==> src/logic/io_channel_pkg.sv <==
// Constants, state and job codes shared by the channel controller files.
// Assumes one clock and a synchronous active-low reset in every user.
`default_nettype none

package io_channel_pkg;
  localparam int WORD_W = 36;
  localparam int CHAN_W = 6;
  localparam int CHAR_W = 9;
  localparam int PORT_IDX_W = 3;
  localparam int MAX_PORTS = 8;
  localparam int MAX_STATUS = 8;
  localparam int MIN_STATUS = 4;
  localparam logic [5:0] CONNECT_FIRST = 6'h08;
  localparam int CONNECT_COUNT = 3;
  localparam logic [5:0] LIST_FIRST = 6'h10;
  localparam int MAILBOX_WORDS = 2;
  localparam int CHAR6_BITS = 6;
  localparam int CHAR9_BITS = 9;
  localparam int CHARS6_PER_WORD = 6;
  localparam int CHARS9_PER_WORD = 4;
  localparam int DIRECT_WORDS = 2;
  localparam int DIRECT_ACCESS_CHARS = 12;
  localparam int INDIRECT_ACCESSES = 3;
  localparam longint CLOCK_HZ = 100000000;
  localparam longint DIRECT_RATE_CPS = 400000;
  localparam int DIRECT_CHAR_CYCLES = int'(CLOCK_HZ / DIRECT_RATE_CPS);
  localparam logic [35:0] CW_STEP = 36'h000000001;

  typedef enum logic [2:0] {
    ST_IDLE = 3'b000,
    ST_MBOX_RD = 3'b001,
    ST_XFER = 3'b011,
    ST_XFER_HI = 3'b111,
    ST_MBOX_WR = 3'b010,
    ST_INT_WR = 3'b110
  } seq_state_t;

  typedef enum logic [1:0] {
    JOB_STATUS = 2'h0,
    JOB_CONNECT = 2'h1,
    JOB_LIST = 2'h2,
    JOB_DATA = 2'h3
  } job_t;
endpackage : io_channel_pkg

`default_nettype wire

==> src/logic/io_channel_controller.sv <==
// Channel controller: status, connect, list and data channels sharing memory ports.
// Assumes memory ports hold an access until they acknowledge it for one cycle.
`default_nettype none

module io_channel_controller #(
  parameter int NUM_PORTS = 8,
  parameter int NUM_STATUS = 8,
  parameter int NUM_DATA = 8,
  parameter int ADDR_W = 24,
  parameter int FIFO_DEPTH = 16,
  parameter logic [23:0] MAILBOX_BASE = 24'h000400,
  parameter logic [23:0] INT_CELL_ADDR = 24'h000200
) (
  input wire logic clock,
  input wire logic resetn,
  input wire logic connectValid,
  input wire logic [1:0] connectSel,
  input wire logic setupValid,
  input wire logic [$clog2(NUM_DATA)-1:0] setupIndex,
  input wire logic setupDirect,
  input wire logic setupWide,
  input wire logic setupSingle,
  input wire logic setupOutbound,
  input wire logic [2:0] setupStatus,
  input wire logic [ADDR_W-1:0] setupAddr,
  input wire logic charValid,
  input wire logic [$clog2(NUM_DATA)-1:0] charIndex,
  input wire logic [8:0] charData,
  output logic charReady,
  input wire logic [NUM_DATA-1:0] listReq,
  input wire logic statusValid,
  input wire logic [$clog2(NUM_DATA)-1:0] statusIndex,
  input wire logic [35:0] statusWord,
  input wire logic emergencyValid,
  input wire logic [35:0] emergencyWord,
  output logic [NUM_PORTS-1:0] memReq,
  output logic memWrite,
  output logic [ADDR_W-1:0] memAddr,
  output logic [35:0] memWdata,
  input wire logic [NUM_PORTS-1:0] memAck,
  input wire logic [NUM_PORTS*36-1:0] memRdata,
  output logic ccwValid,
  output logic [5:0] ccwChannel,
  output logic [35:0] ccwWord,
  output logic dcwValid,
  output logic [5:0] dcwChannel,
  output logic [35:0] dcwWord
);
  localparam int IDX_W = $clog2(NUM_DATA);
  localparam int W = io_channel_pkg::WORD_W;
  localparam logic [35:0] CW_ONE = 36'h000000001;

  // ----------------------------------------
  // Decoding helpers.
  // ----------------------------------------
  function automatic logic [3:0] firstSet(input logic [15:0] v);
    logic [3:0] r;
    r = 4'h0;
    for (int k = 15; k >= 0; k--) begin
      if (v[k]) begin
        r = 4'(k);
      end
    end
    return r;
  endfunction : firstSet

  function automatic logic [NUM_PORTS-1:0] portOf(input logic [ADDR_W-1:0] a);
    int idx;
    idx = int'(a[ADDR_W-1 -: io_channel_pkg::PORT_IDX_W]) % NUM_PORTS;
    return NUM_PORTS'(1) << idx;
  endfunction : portOf

  function automatic logic [ADDR_W-1:0] mboxOf(input logic [5:0] ch);
    return ADDR_W'(MAILBOX_BASE) + ADDR_W'(ch) * ADDR_W'(io_channel_pkg::MAILBOX_WORDS);
  endfunction : mboxOf

  function automatic logic [3:0] charsPer(input logic dir, input logic wide, input logic one);
    logic [3:0] perWord;
    perWord = one ? 4'h1 : (wide ? 4'(io_channel_pkg::CHARS9_PER_WORD)
                                 : 4'(io_channel_pkg::CHARS6_PER_WORD));
    return dir ? 4'(perWord * io_channel_pkg::DIRECT_WORDS) : perWord;
  endfunction : charsPer

  // ----------------------------------------
  // State.
  // ----------------------------------------
  io_channel_pkg::seq_state_t state;
  io_channel_pkg::job_t job;
  logic [IDX_W-1:0] jobIdx;
  logic [5:0] jobChan;
  logic [35:0] cw;
  logic issued;
  logic [2:0] portIdx;
  logic [1:0] accCount;
  logic [NUM_DATA-1:0] cfgDirect;
  logic [NUM_DATA-1:0] cfgWide;
  logic [NUM_DATA-1:0] cfgSingle;
  logic [NUM_DATA-1:0] cfgOut;
  logic [2:0] cfgStatus [NUM_DATA];
  logic [ADDR_W-1:0] cfgAddr [NUM_DATA];
  logic [NUM_STATUS-1:0] stsPend;
  logic [35:0] stsWord [NUM_STATUS];
  logic [2:0] connPend;
  logic [NUM_DATA-1:0] listPend;
  logic [71:0] packBuf [NUM_DATA];
  logic [3:0] packCnt [NUM_DATA];
  logic [NUM_DATA-1:0] packFull;
  logic fifoValid;
  logic fifoReady;
  logic [IDX_W+8:0] fifoData;
  logic [IDX_W-1:0] headIdx;
  logic [8:0] headChar;
  logic ackSel;
  logic [35:0] rdataSel;
  logic lastState;
  logic jobDone;
  logic [ADDR_W-1:0] addrNow;
  logic writeNow;
  logic [35:0] wdataNow;
  io_channel_pkg::seq_state_t next_state;
  logic [15:0] dataVec;
  logic [2:0] stsTarget;
  logic [3:0] pick;

  assign headIdx = fifoData[IDX_W+8:9];
  assign headChar = fifoData[8:0];
  assign fifoReady = !packFull[headIdx];
  assign ackSel = |(memAck & memReq);
  assign rdataSel = memRdata[32'(portIdx) * W +: W];
  assign jobDone = (state != io_channel_pkg::ST_IDLE) && issued && ackSel && lastState;
  assign stsTarget = cfgStatus[statusIndex];
  assign pick = firstSet(dataVec);

  for (genvar i = 0; i < 8; i++) begin : g_vec
    if (i < NUM_DATA) begin : g_on
      assign dataVec[2*i] = listPend[i];
      assign dataVec[2*i+1] = packFull[i];
    end else begin : g_off
      assign dataVec[2*i +: 2] = 2'b00;
    end
  end

  io_char_fifo #(
    .WIDTH(IDX_W + 9),
    .DEPTH(FIFO_DEPTH)
  ) u_fifo (
    .clock(clock),
    .resetn(resetn),
    .inValid(charValid),
    .inData({charIndex, charData}),
    .inReady(charReady),
    .outValid(fifoValid),
    .outData(fifoData),
    .outReady(fifoReady)
  );

  // ----------------------------------------
  // Access plan for the current state.
  // ----------------------------------------
  always_comb begin
    addrNow = cw[ADDR_W-1:0];
    writeNow = 1'b0;
    wdataNow = '0;
    next_state = io_channel_pkg::ST_IDLE;
    lastState = 1'b0;
    case (state)
      io_channel_pkg::ST_MBOX_RD: begin
        addrNow = mboxOf(jobChan);
        next_state = io_channel_pkg::ST_XFER;
      end
      io_channel_pkg::ST_XFER: begin
        if (job == io_channel_pkg::JOB_DATA && cfgDirect[jobIdx]) begin
          addrNow = cfgAddr[jobIdx];
          writeNow = 1'b1;
          wdataNow = packBuf[jobIdx][71:36];
          next_state = io_channel_pkg::ST_XFER_HI;
        end else begin
          writeNow = (job == io_channel_pkg::JOB_STATUS) || (job == io_channel_pkg::JOB_DATA);
          wdataNow = (job == io_channel_pkg::JOB_STATUS) ? stsWord[jobIdx]
                                                         : packBuf[jobIdx][35:0];
          next_state = io_channel_pkg::ST_MBOX_WR;
        end
      end
      io_channel_pkg::ST_XFER_HI: begin
        addrNow = cfgAddr[jobIdx] + ADDR_W'(1);
        writeNow = 1'b1;
        wdataNow = packBuf[jobIdx][35:0];
        lastState = 1'b1;
      end
      io_channel_pkg::ST_MBOX_WR: begin
        addrNow = mboxOf(jobChan);
        writeNow = 1'b1;
        wdataNow = cw + io_channel_pkg::CW_STEP;
        if (job == io_channel_pkg::JOB_STATUS) begin
          next_state = io_channel_pkg::ST_INT_WR;
        end else begin
          lastState = 1'b1;
        end
      end
      io_channel_pkg::ST_INT_WR: begin
        addrNow = ADDR_W'(INT_CELL_ADDR);
        writeNow = 1'b1;
        wdataNow = CW_ONE << jobIdx;
        lastState = 1'b1;
      end
      default: begin
        next_state = io_channel_pkg::ST_IDLE;
      end
    endcase
  end

  // ----------------------------------------
  // Sequencer and memory port.
  // ----------------------------------------
  always_ff @(posedge clock) begin
    if (!resetn) begin
      state <= io_channel_pkg::ST_IDLE;
      job <= io_channel_pkg::JOB_STATUS;
      jobIdx <= '0;
      jobChan <= '0;
      cw <= '0;
      issued <= 1'b0;
      portIdx <= '0;
      memReq <= '0;
      memWrite <= 1'b0;
      memAddr <= '0;
      memWdata <= '0;
    end else if (state == io_channel_pkg::ST_IDLE) begin
      // Status channels first, then connect, then list and data, lowest number first.
      if (|stsPend) begin
        job <= io_channel_pkg::JOB_STATUS;
        jobIdx <= IDX_W'(firstSet(16'(stsPend)));
        jobChan <= 6'(firstSet(16'(stsPend)));
        state <= io_channel_pkg::ST_MBOX_RD;
      end else if (|connPend) begin
        job <= io_channel_pkg::JOB_CONNECT;
        jobChan <= io_channel_pkg::CONNECT_FIRST + 6'(firstSet(16'(connPend)));
        state <= io_channel_pkg::ST_MBOX_RD;
      end else if (|dataVec) begin
        job <= pick[0] ? io_channel_pkg::JOB_DATA : io_channel_pkg::JOB_LIST;
        jobIdx <= IDX_W'(pick >> 1);
        jobChan <= io_channel_pkg::LIST_FIRST + 6'(pick);
        if (pick[0] && cfgDirect[IDX_W'(pick >> 1)]) begin
          state <= io_channel_pkg::ST_XFER;
        end else begin
          state <= io_channel_pkg::ST_MBOX_RD;
        end
      end
    end else if (!issued) begin
      memReq <= portOf(addrNow);
      portIdx <= 3'(firstSet(16'(portOf(addrNow))));
      memAddr <= addrNow;
      memWrite <= writeNow;
      memWdata <= wdataNow;
      issued <= 1'b1;
    end else if (ackSel) begin
      memReq <= '0;
      issued <= 1'b0;
      state <= next_state;
      if (state == io_channel_pkg::ST_MBOX_RD) begin
        cw <= rdataSel;
      end
    end
  end

  // ----------------------------------------
  // Delivery of fetched command and data control words.
  // ----------------------------------------
  always_ff @(posedge clock) begin
    if (!resetn) begin
      ccwValid <= 1'b0;
      ccwChannel <= '0;
      ccwWord <= '0;
      dcwValid <= 1'b0;
      dcwChannel <= '0;
      dcwWord <= '0;
    end else begin
      ccwValid <= 1'b0;
      dcwValid <= 1'b0;
      if (state == io_channel_pkg::ST_XFER && issued && ackSel) begin
        if (job == io_channel_pkg::JOB_CONNECT) begin
          ccwValid <= 1'b1;
          ccwChannel <= rdataSel[5:0];
          ccwWord <= rdataSel;
        end
        if (job == io_channel_pkg::JOB_LIST) begin
          dcwValid <= 1'b1;
          dcwChannel <= jobChan + 6'h01;
          dcwWord <= rdataSel;
        end
      end
    end
  end

  // ----------------------------------------
  // Pending requests.
  // ----------------------------------------
  always_ff @(posedge clock) begin
    if (!resetn) begin
      stsPend <= '0;
      connPend <= '0;
      listPend <= '0;
    end else begin
      for (int k = 0; k < NUM_STATUS; k++) begin
        if (jobDone && job == io_channel_pkg::JOB_STATUS && jobIdx == IDX_W'(k)) begin
          stsPend[k] <= 1'b0;
        end
        if ((emergencyValid && k == 0) ||
            (statusValid && stsTarget == 3'(k) && !(emergencyValid && k == 0))) begin
          stsPend[k] <= 1'b1;
        end
      end
      for (int k = 0; k < io_channel_pkg::CONNECT_COUNT; k++) begin
        if (jobDone && job == io_channel_pkg::JOB_CONNECT &&
            jobChan == io_channel_pkg::CONNECT_FIRST + 6'(k)) begin
          connPend[k] <= 1'b0;
        end
        if (connectValid && connectSel == 2'(k)) begin
          connPend[k] <= 1'b1;
        end
      end
      for (int k = 0; k < NUM_DATA; k++) begin
        if (jobDone && job == io_channel_pkg::JOB_LIST && jobIdx == IDX_W'(k)) begin
          listPend[k] <= 1'b0;
        end
        if (listReq[k]) begin
          listPend[k] <= 1'b1;
        end
      end
    end
  end

  // ----------------------------------------
  // Status words held until stored.
  // ----------------------------------------
  always_ff @(posedge clock) begin
    if (!resetn) begin
      for (int k = 0; k < NUM_STATUS; k++) begin
        stsWord[k] <= '0;
      end
    end else begin
      if (statusValid && int'(stsTarget) < NUM_STATUS) begin
        stsWord[stsTarget] <= statusWord;
      end
      if (emergencyValid) begin
        stsWord[0] <= emergencyWord;
      end
    end
  end

  // ----------------------------------------
  // Channel setup and direct control words.
  // ----------------------------------------
  always_ff @(posedge clock) begin
    if (!resetn) begin
      cfgDirect <= '0;
      cfgWide <= '0;
      cfgSingle <= '0;
      cfgOut <= '0;
      for (int k = 0; k < NUM_DATA; k++) begin
        cfgStatus[k] <= '0;
        cfgAddr[k] <= '0;
      end
    end else begin
      if (jobDone && job == io_channel_pkg::JOB_DATA && cfgDirect[jobIdx]) begin
        cfgAddr[jobIdx] <= cfgAddr[jobIdx] + ADDR_W'(io_channel_pkg::DIRECT_WORDS);
      end
      if (dcwValid && cfgDirect[jobIdx]) begin
        cfgAddr[jobIdx] <= dcwWord[ADDR_W-1:0];
      end
      if (setupValid) begin
        cfgDirect[setupIndex] <= setupDirect;
        cfgWide[setupIndex] <= setupWide;
        cfgSingle[setupIndex] <= setupSingle;
        cfgOut[setupIndex] <= setupOutbound;
        cfgStatus[setupIndex] <= setupStatus;
        cfgAddr[setupIndex] <= setupAddr;
      end
    end
  end

  // ----------------------------------------
  // Character packing per data channel.
  // ----------------------------------------
  always_ff @(posedge clock) begin
    if (!resetn) begin
      packFull <= '0;
      for (int k = 0; k < NUM_DATA; k++) begin
        packBuf[k] <= '0;
        packCnt[k] <= '0;
      end
    end else begin
      if (jobDone && job == io_channel_pkg::JOB_DATA) begin
        packFull[jobIdx] <= 1'b0;
        packCnt[jobIdx] <= '0;
      end
      if (fifoValid && fifoReady && !cfgOut[headIdx]) begin
        packBuf[headIdx] <= (packBuf[headIdx] << (cfgSingle[headIdx] ? W :
          (cfgWide[headIdx] ? io_channel_pkg::CHAR9_BITS : io_channel_pkg::CHAR6_BITS))) |
          72'(cfgWide[headIdx] || cfgSingle[headIdx] ? headChar : {3'h0, headChar[5:0]});
        packCnt[headIdx] <= packCnt[headIdx] + 4'h1;
        if (packCnt[headIdx] + 4'h1 ==
            charsPer(cfgDirect[headIdx], cfgWide[headIdx], cfgSingle[headIdx])) begin
          packFull[headIdx] <= 1'b1;
        end
      end
    end
  end

  // ----------------------------------------
  // Checks.
  // ----------------------------------------
  always_ff @(posedge clock) begin
    if (!resetn || state == io_channel_pkg::ST_IDLE) begin
      accCount <= '0;
    end else if (issued && ackSel) begin
      accCount <= accCount + 2'h1;
    end
  end

  chk_port_select: assert property (@(posedge clock) disable iff (!resetn)
    (memReq != '0) |-> (memReq == portOf(memAddr) && $onehot(memReq)))
    else $error("memory request on wrong port");

  chk_port_count: assert property (@(posedge clock) disable iff (!resetn)
    NUM_PORTS >= 1 && NUM_PORTS <= io_channel_pkg::MAX_PORTS)
    else $error("port count out of range");

  chk_status_first: assert property (@(posedge clock) disable iff (!resetn)
    (state == io_channel_pkg::ST_IDLE && stsPend[0]) |=>
      (job == io_channel_pkg::JOB_STATUS && jobIdx == '0 && state == io_channel_pkg::ST_MBOX_RD))
    else $error("status channel 0 not served first");

  chk_indirect_three: assert property (@(posedge clock) disable iff (!resetn)
    (jobDone && job == io_channel_pkg::JOB_DATA && !cfgDirect[jobIdx]) |->
      accCount == 2'(io_channel_pkg::INDIRECT_ACCESSES - 1))
    else $error("indirect transfer not three accesses");

  chk_direct_nombox: assert property (@(posedge clock) disable iff (!resetn)
    (job == io_channel_pkg::JOB_DATA && cfgDirect[jobIdx]) |->
      state != io_channel_pkg::ST_MBOX_RD && state != io_channel_pkg::ST_MBOX_WR)
    else $error("direct channel touched its mailbox");

  chk_mailbox_addr: assert property (@(posedge clock) disable iff (!resetn)
    (state == io_channel_pkg::ST_MBOX_RD && $rose(issued)) |->
      (memAddr == mboxOf(jobChan) && !memWrite))
    else $error("mailbox address wrong");

  chk_interrupt_cell: assert property (@(posedge clock) disable iff (!resetn)
    (jobDone && job == io_channel_pkg::JOB_STATUS) |->
      (memAddr == ADDR_W'(INT_CELL_ADDR) && memWrite && $past(state, 2) != io_channel_pkg::ST_IDLE))
    else $error("interrupt cell not set after status");

  chk_dcw_channel: assert property (@(posedge clock) disable iff (!resetn)
    dcwValid |-> (dcwChannel[0] && dcwChannel > io_channel_pkg::LIST_FIRST))
    else $error("data control word for even channel");
endmodule : io_channel_controller

`default_nettype wire

==> src/logic/io_char_fifo.sv <==
// Character FIFO between the adapter side and the word packers.
// Assumes one clock; the drain side may stall for as long as it likes.
`default_nettype none

module io_char_fifo #(
  parameter int WIDTH = 12,
  parameter int DEPTH = 16
) (
  input wire logic clock,
  input wire logic resetn,
  input wire logic inValid,
  input wire logic [WIDTH-1:0] inData,
  output logic inReady,
  output logic outValid,
  output logic [WIDTH-1:0] outData,
  input wire logic outReady
);
  localparam int PTR_W = $clog2(DEPTH);

  logic [WIDTH-1:0] store [DEPTH];
  logic [PTR_W-1:0] wrPtr;
  logic [PTR_W-1:0] rdPtr;
  logic [PTR_W:0] count;
  logic push;
  logic pop;
  logic [PTR_W:0] next_count;

  assign push = inValid && inReady;
  assign pop = outValid && outReady;
  assign outValid = (count != '0);
  assign outData = store[rdPtr];
  assign next_count = count + (PTR_W + 1)'(push) - (PTR_W + 1)'(pop);

  // ----------------------------------------
  // Pointers and fill level.
  // ----------------------------------------
  always_ff @(posedge clock) begin
    if (!resetn) begin
      wrPtr <= '0;
      rdPtr <= '0;
      count <= '0;
      inReady <= 1'b0;
    end else begin
      if (push) begin
        wrPtr <= (wrPtr == PTR_W'(DEPTH - 1)) ? '0 : wrPtr + 1'b1;
      end
      if (pop) begin
        rdPtr <= (rdPtr == PTR_W'(DEPTH - 1)) ? '0 : rdPtr + 1'b1;
      end
      count <= next_count;
      inReady <= (next_count < (PTR_W + 1)'(DEPTH));
    end
  end

  // ----------------------------------------
  // Storage.
  // ----------------------------------------
  always_ff @(posedge clock) begin
    if (push) begin
      store[wrPtr] <= inData;
    end
  end
endmodule : io_char_fifo

`default_nettype wire

==> config.mk <==
export PLATFORM = sky130hd
export DESIGN_NAME = io_channel_controller
export DESIGN_NICKNAME = d
export VERILOG_FILES = /design/src/logic/io_channel_pkg.sv /design/src/logic/io_channel_controller.sv /design/src/logic/io_char_fifo.sv
export SDC_FILE = /design/constraint.sdc
export NUM_CORES = 2
export LEC_CHECK = 0
export BUFFER_PORTS_ARGS = -buffer_cell sky130_fd_sc_hd__buf_2
export CAP_MARGIN = 20
export CELL_PAD_IN_SITES_DETAIL_PLACEMENT = 0
export CELL_PAD_IN_SITES_GLOBAL_PLACEMENT = 1
export CORE_MARGIN = 2
export CORE_UTILIZATION = 54
export CTS_CLUSTER_DIAMETER = 150
export DETAILED_ROUTE_END_ITERATION = 8
export PLACE_DENSITY = 0.88
export SYNTH_ARGS = -nofsm -noshare
export SYNTH_HDL_FRONTEND = slang
export SYNTH_SLANG_ARGS = --single-unit
==> constraint.sdc <==
create_clock -name clock -period 19.55 [get_ports clock]
set_input_delay 0.9775 -clock clock [delete_from_list [all_inputs] [get_ports clock]]
set_output_delay 0.9775 -clock clock [all_outputs]
set_load 0.1 [all_outputs]
==> metrics.txt <==
status finished, final reports clean; Worst Max-Slew Pin Slew 1.198 ns; fin crit share roughly 36%; Worst Setup Path Type register to register; most common cell after layout, fill and taps aside edfxtp_1; share of layout cells above drive strength 1 between 20% and 30%; Reg2Reg Depth 12; Detail Placement HPWL 176.5 mm; CTS tree built; Crit path required time roughly 20 ns; Crit Reg-Reg Endpoint packBuf[1][11]; hold_ws around 0.44 ns; DRC 0; syn_area_per_cell roughly 13 sq um; max incr delay on CP between 0.8 and 0.9 ns; final WL between 200 and 300 mm; CP max stage cell buf_4; DR vias roughly 56000; ys async rst share 0%; GRT Util Overall roughly 36%; most frequent CP cell buf_4; number of hold violations in the final report 0; PnR Total Power 0.01250 W; Max IR drop VDD roughly 0.090 mV; Distinct cells, synth 87; drt first pass iters 6; critical path buffer and inverter count 4; DR iter-0 viols 7660; GR Overflow Total 0; Hold-fix buffers, CTS 0; gp weighted congestion 1.005; Vias per Instance 6.637; H-tree Lvls 4; die area 146600 sq um; Setup Buffers After CTS 0; synthesis-to-finish area growth 13.39%; Crit path depth 12; CP max FO a little under 50; setup_tns 0 ns; clk slew on worst S/H paths roughly 0.060 ns; max-cap violations 0; Final setup viols 0; final non-filler cell total 8404; Synth Net Count ~6400; cell area after synthesis 77490 sq um; Yosys top cell area share between 50 and 60%; post-cts sizing count 0; Max-Slew Margin vs Limit 20.16%; core box area between 100000 and 150000 sq um; Crit. End Element register; fmax between 100 and 150 MHz; Clock Skew 0.05497 ns; top_reg_cell synth edfxtp_1; Horiz. Die Dim ~380 microns; HP Class input port to register; TritonCTS buffer count ~160; Critical Path, Cell by Cell buf_4, mux4_2, mux2i_1, mux2i_4, buf_4, buf_4, buf_4, mux4_2, mux2i_1, mux2i_1, nand2_1, nor2_1; r2r setup slk 12.46 ns; Post-synth EDFFs approximately 1300; crit path DAT roughly 7.6 ns; hold_sp emergencyWord[6]; Lkg Pwr 32.00 nW; Seq cells post-synth 1584; worst-skew pair later-pin latency 0.84 ns; Yosys warning count 0; Final min period 7.088 ns; RSZ-0062 raised after global routing no; Initial Util a little over half; final worst setup slack ~12 ns; clk root buf clkbuf_16; dpl ws roughly 12 ns; Nets just under 7000; Seq/Total Area, Yosys 57.76%; worst hold path depth 2; ANT nets after route 0; # port buffers 589; commonest non-fill, non-tap cells in the layout edfxtp_1, nor2_1, buf_2; fill count around 11000; antenna violations before repair 45; vias in the first global route approximately 54000; Startpoint Class register; top post-synthesis cells by area edfxtp_1, mux4_2, dfxtp_1; CTS max path bufs 3; Die H around 380 microns; Core Rows about 140; placed insts ~8100; cell count after synthesis 5919; clock sinks 1584; first-pass GRT wire length approximately 380 mm; routed length per placed instance approximately 32 microns; IO Pins 590; CP delay by family, top buffers and inverters; largest net degree at the start of global routing about 110; Slew Viols, Final 0; PD cells between 100 and 150 nW/um^2; leading area contributor after synthesis edfxtp_1; Hold Crit Endpoint stsWord[0][6]
## power breakdown
group | total [W] | switching [W] | internal, W
combinational | 0.00500 | 0.00341 | 0.00160
sequential | 0.00434 | 0.000249 | 0.00410
clock | 0.00315 | 0.00138 | 0.00177
## cell type report
cell class | count | area (sq um) | area share (%)
diodes | 23 | 57.56 | 0.06550
clock buffers | 221 | 4472 | 5.089
clock inverters | 86 | 938.4 | 1.068
inverters | 56 | 222.7 | 0.2535
multi-input cells | 3806 | 31010 | 35.29
flip-flops and latches | 1584 | 44780 | 50.96
well taps | 1903 | 2381 | 2.710
repair buffers | 725 | 4009 | 4.562
## through the flow
stage          util, %  instance area (sq um)
2_1_floorplan        -                  77490
4_1_cts          61.38                  87750
3_3_place_gp     57.59                  82330
6_report         61.47                  87870
3_5_place_dp     57.60                  82340
5_1_grt          61.45                  87840
## worst register-to-register path, stage by stage (launching register included)
cell     delay (ns)
dfxtp_2        0.31
buf_4          0.69
mux4_2         0.38
mux2i_1        0.15
mux2i_4        0.49
buf_4          0.83
buf_4          0.82
buf_4          0.90
mux4_2         0.66
mux2i_1        0.85
mux2i_1        0.27
nand2_1        0.32
nor2_1         0.10
## worst max path at each step
stage             start        endpoint  slack, ns
2_1_floorplan  register   packCnt[7][0]      10.84
3_3_place_gp   register  packBuf[5][11]      12.54
3_5_place_dp   register  packBuf[1][11]      12.43
4_1_cts        register  packBuf[1][11]      12.38
5_1_grt        register  packBuf[1][11]      11.98
6_report       register  packBuf[1][11]      12.46
## metal layers
layer | wire length [microns] | track usage (%) | vias up
li1 | - | - | 23210
met1 | 92950 | 45.60 | 27890
met2 | 126800 | 57.35 | 3888
met3 | 31460 | 8.830 | 758
met4 | 18600 | 21.79 | 36
met5 | 241 | 0 | -
## cells in the mapped netlist, drive strengths merged (4+ instances only)
cell type	instances
o22ai	26
o21a	8
nor2b	8
or3	14
ha	23
a31oi	16
xnor2	39
and2	289
nand4	18
and4	6
mux4	501
or2	5
xor2	36
nor3	154
a221oi	32
a222oi	4
a21boi	4
a21oi	131
nand3b	6
o21bai	13
a311oi	6
o211ai	17
o221ai	22
clkbuf	267
a2111oi	4
nand2b	14
nor2	1043
o31ai	14
nand2	412
edfxtp	1304
a211oi	20
dfxtp	280
mux2	72
a221o	4
nor4	13
and3	24
o21ai	228
buf	206
nand3	53
mux2i	248
a22o	198
inv	54
a22oi	47
a21o	4
## sequential cells by signal, indices dropped and copies added, names as in the netlist, 24 cells and up, named ones only
name and cells:
ccwWord 31, memWdata 36, stsWord 288, dcwWord 36, packCnt 32, memAddr 24
packBuf 576, cfgAddr 192, cw 36, u_fifo.store 192, cfgStatus 24
## cells by family after synthesis
group / after synthesis / synth area share (%)
compound gates: 819 / 7.463
xor+xnor: 75 / 0.8574
fa+ha+maj: 24 / 0.3972
buf+inv: 529 / 2.892
flops: 1584 / 57.76
mux: 821 / 18.86
simple gates: 2067 / 11.76
(Power assumes the default switching activity.)
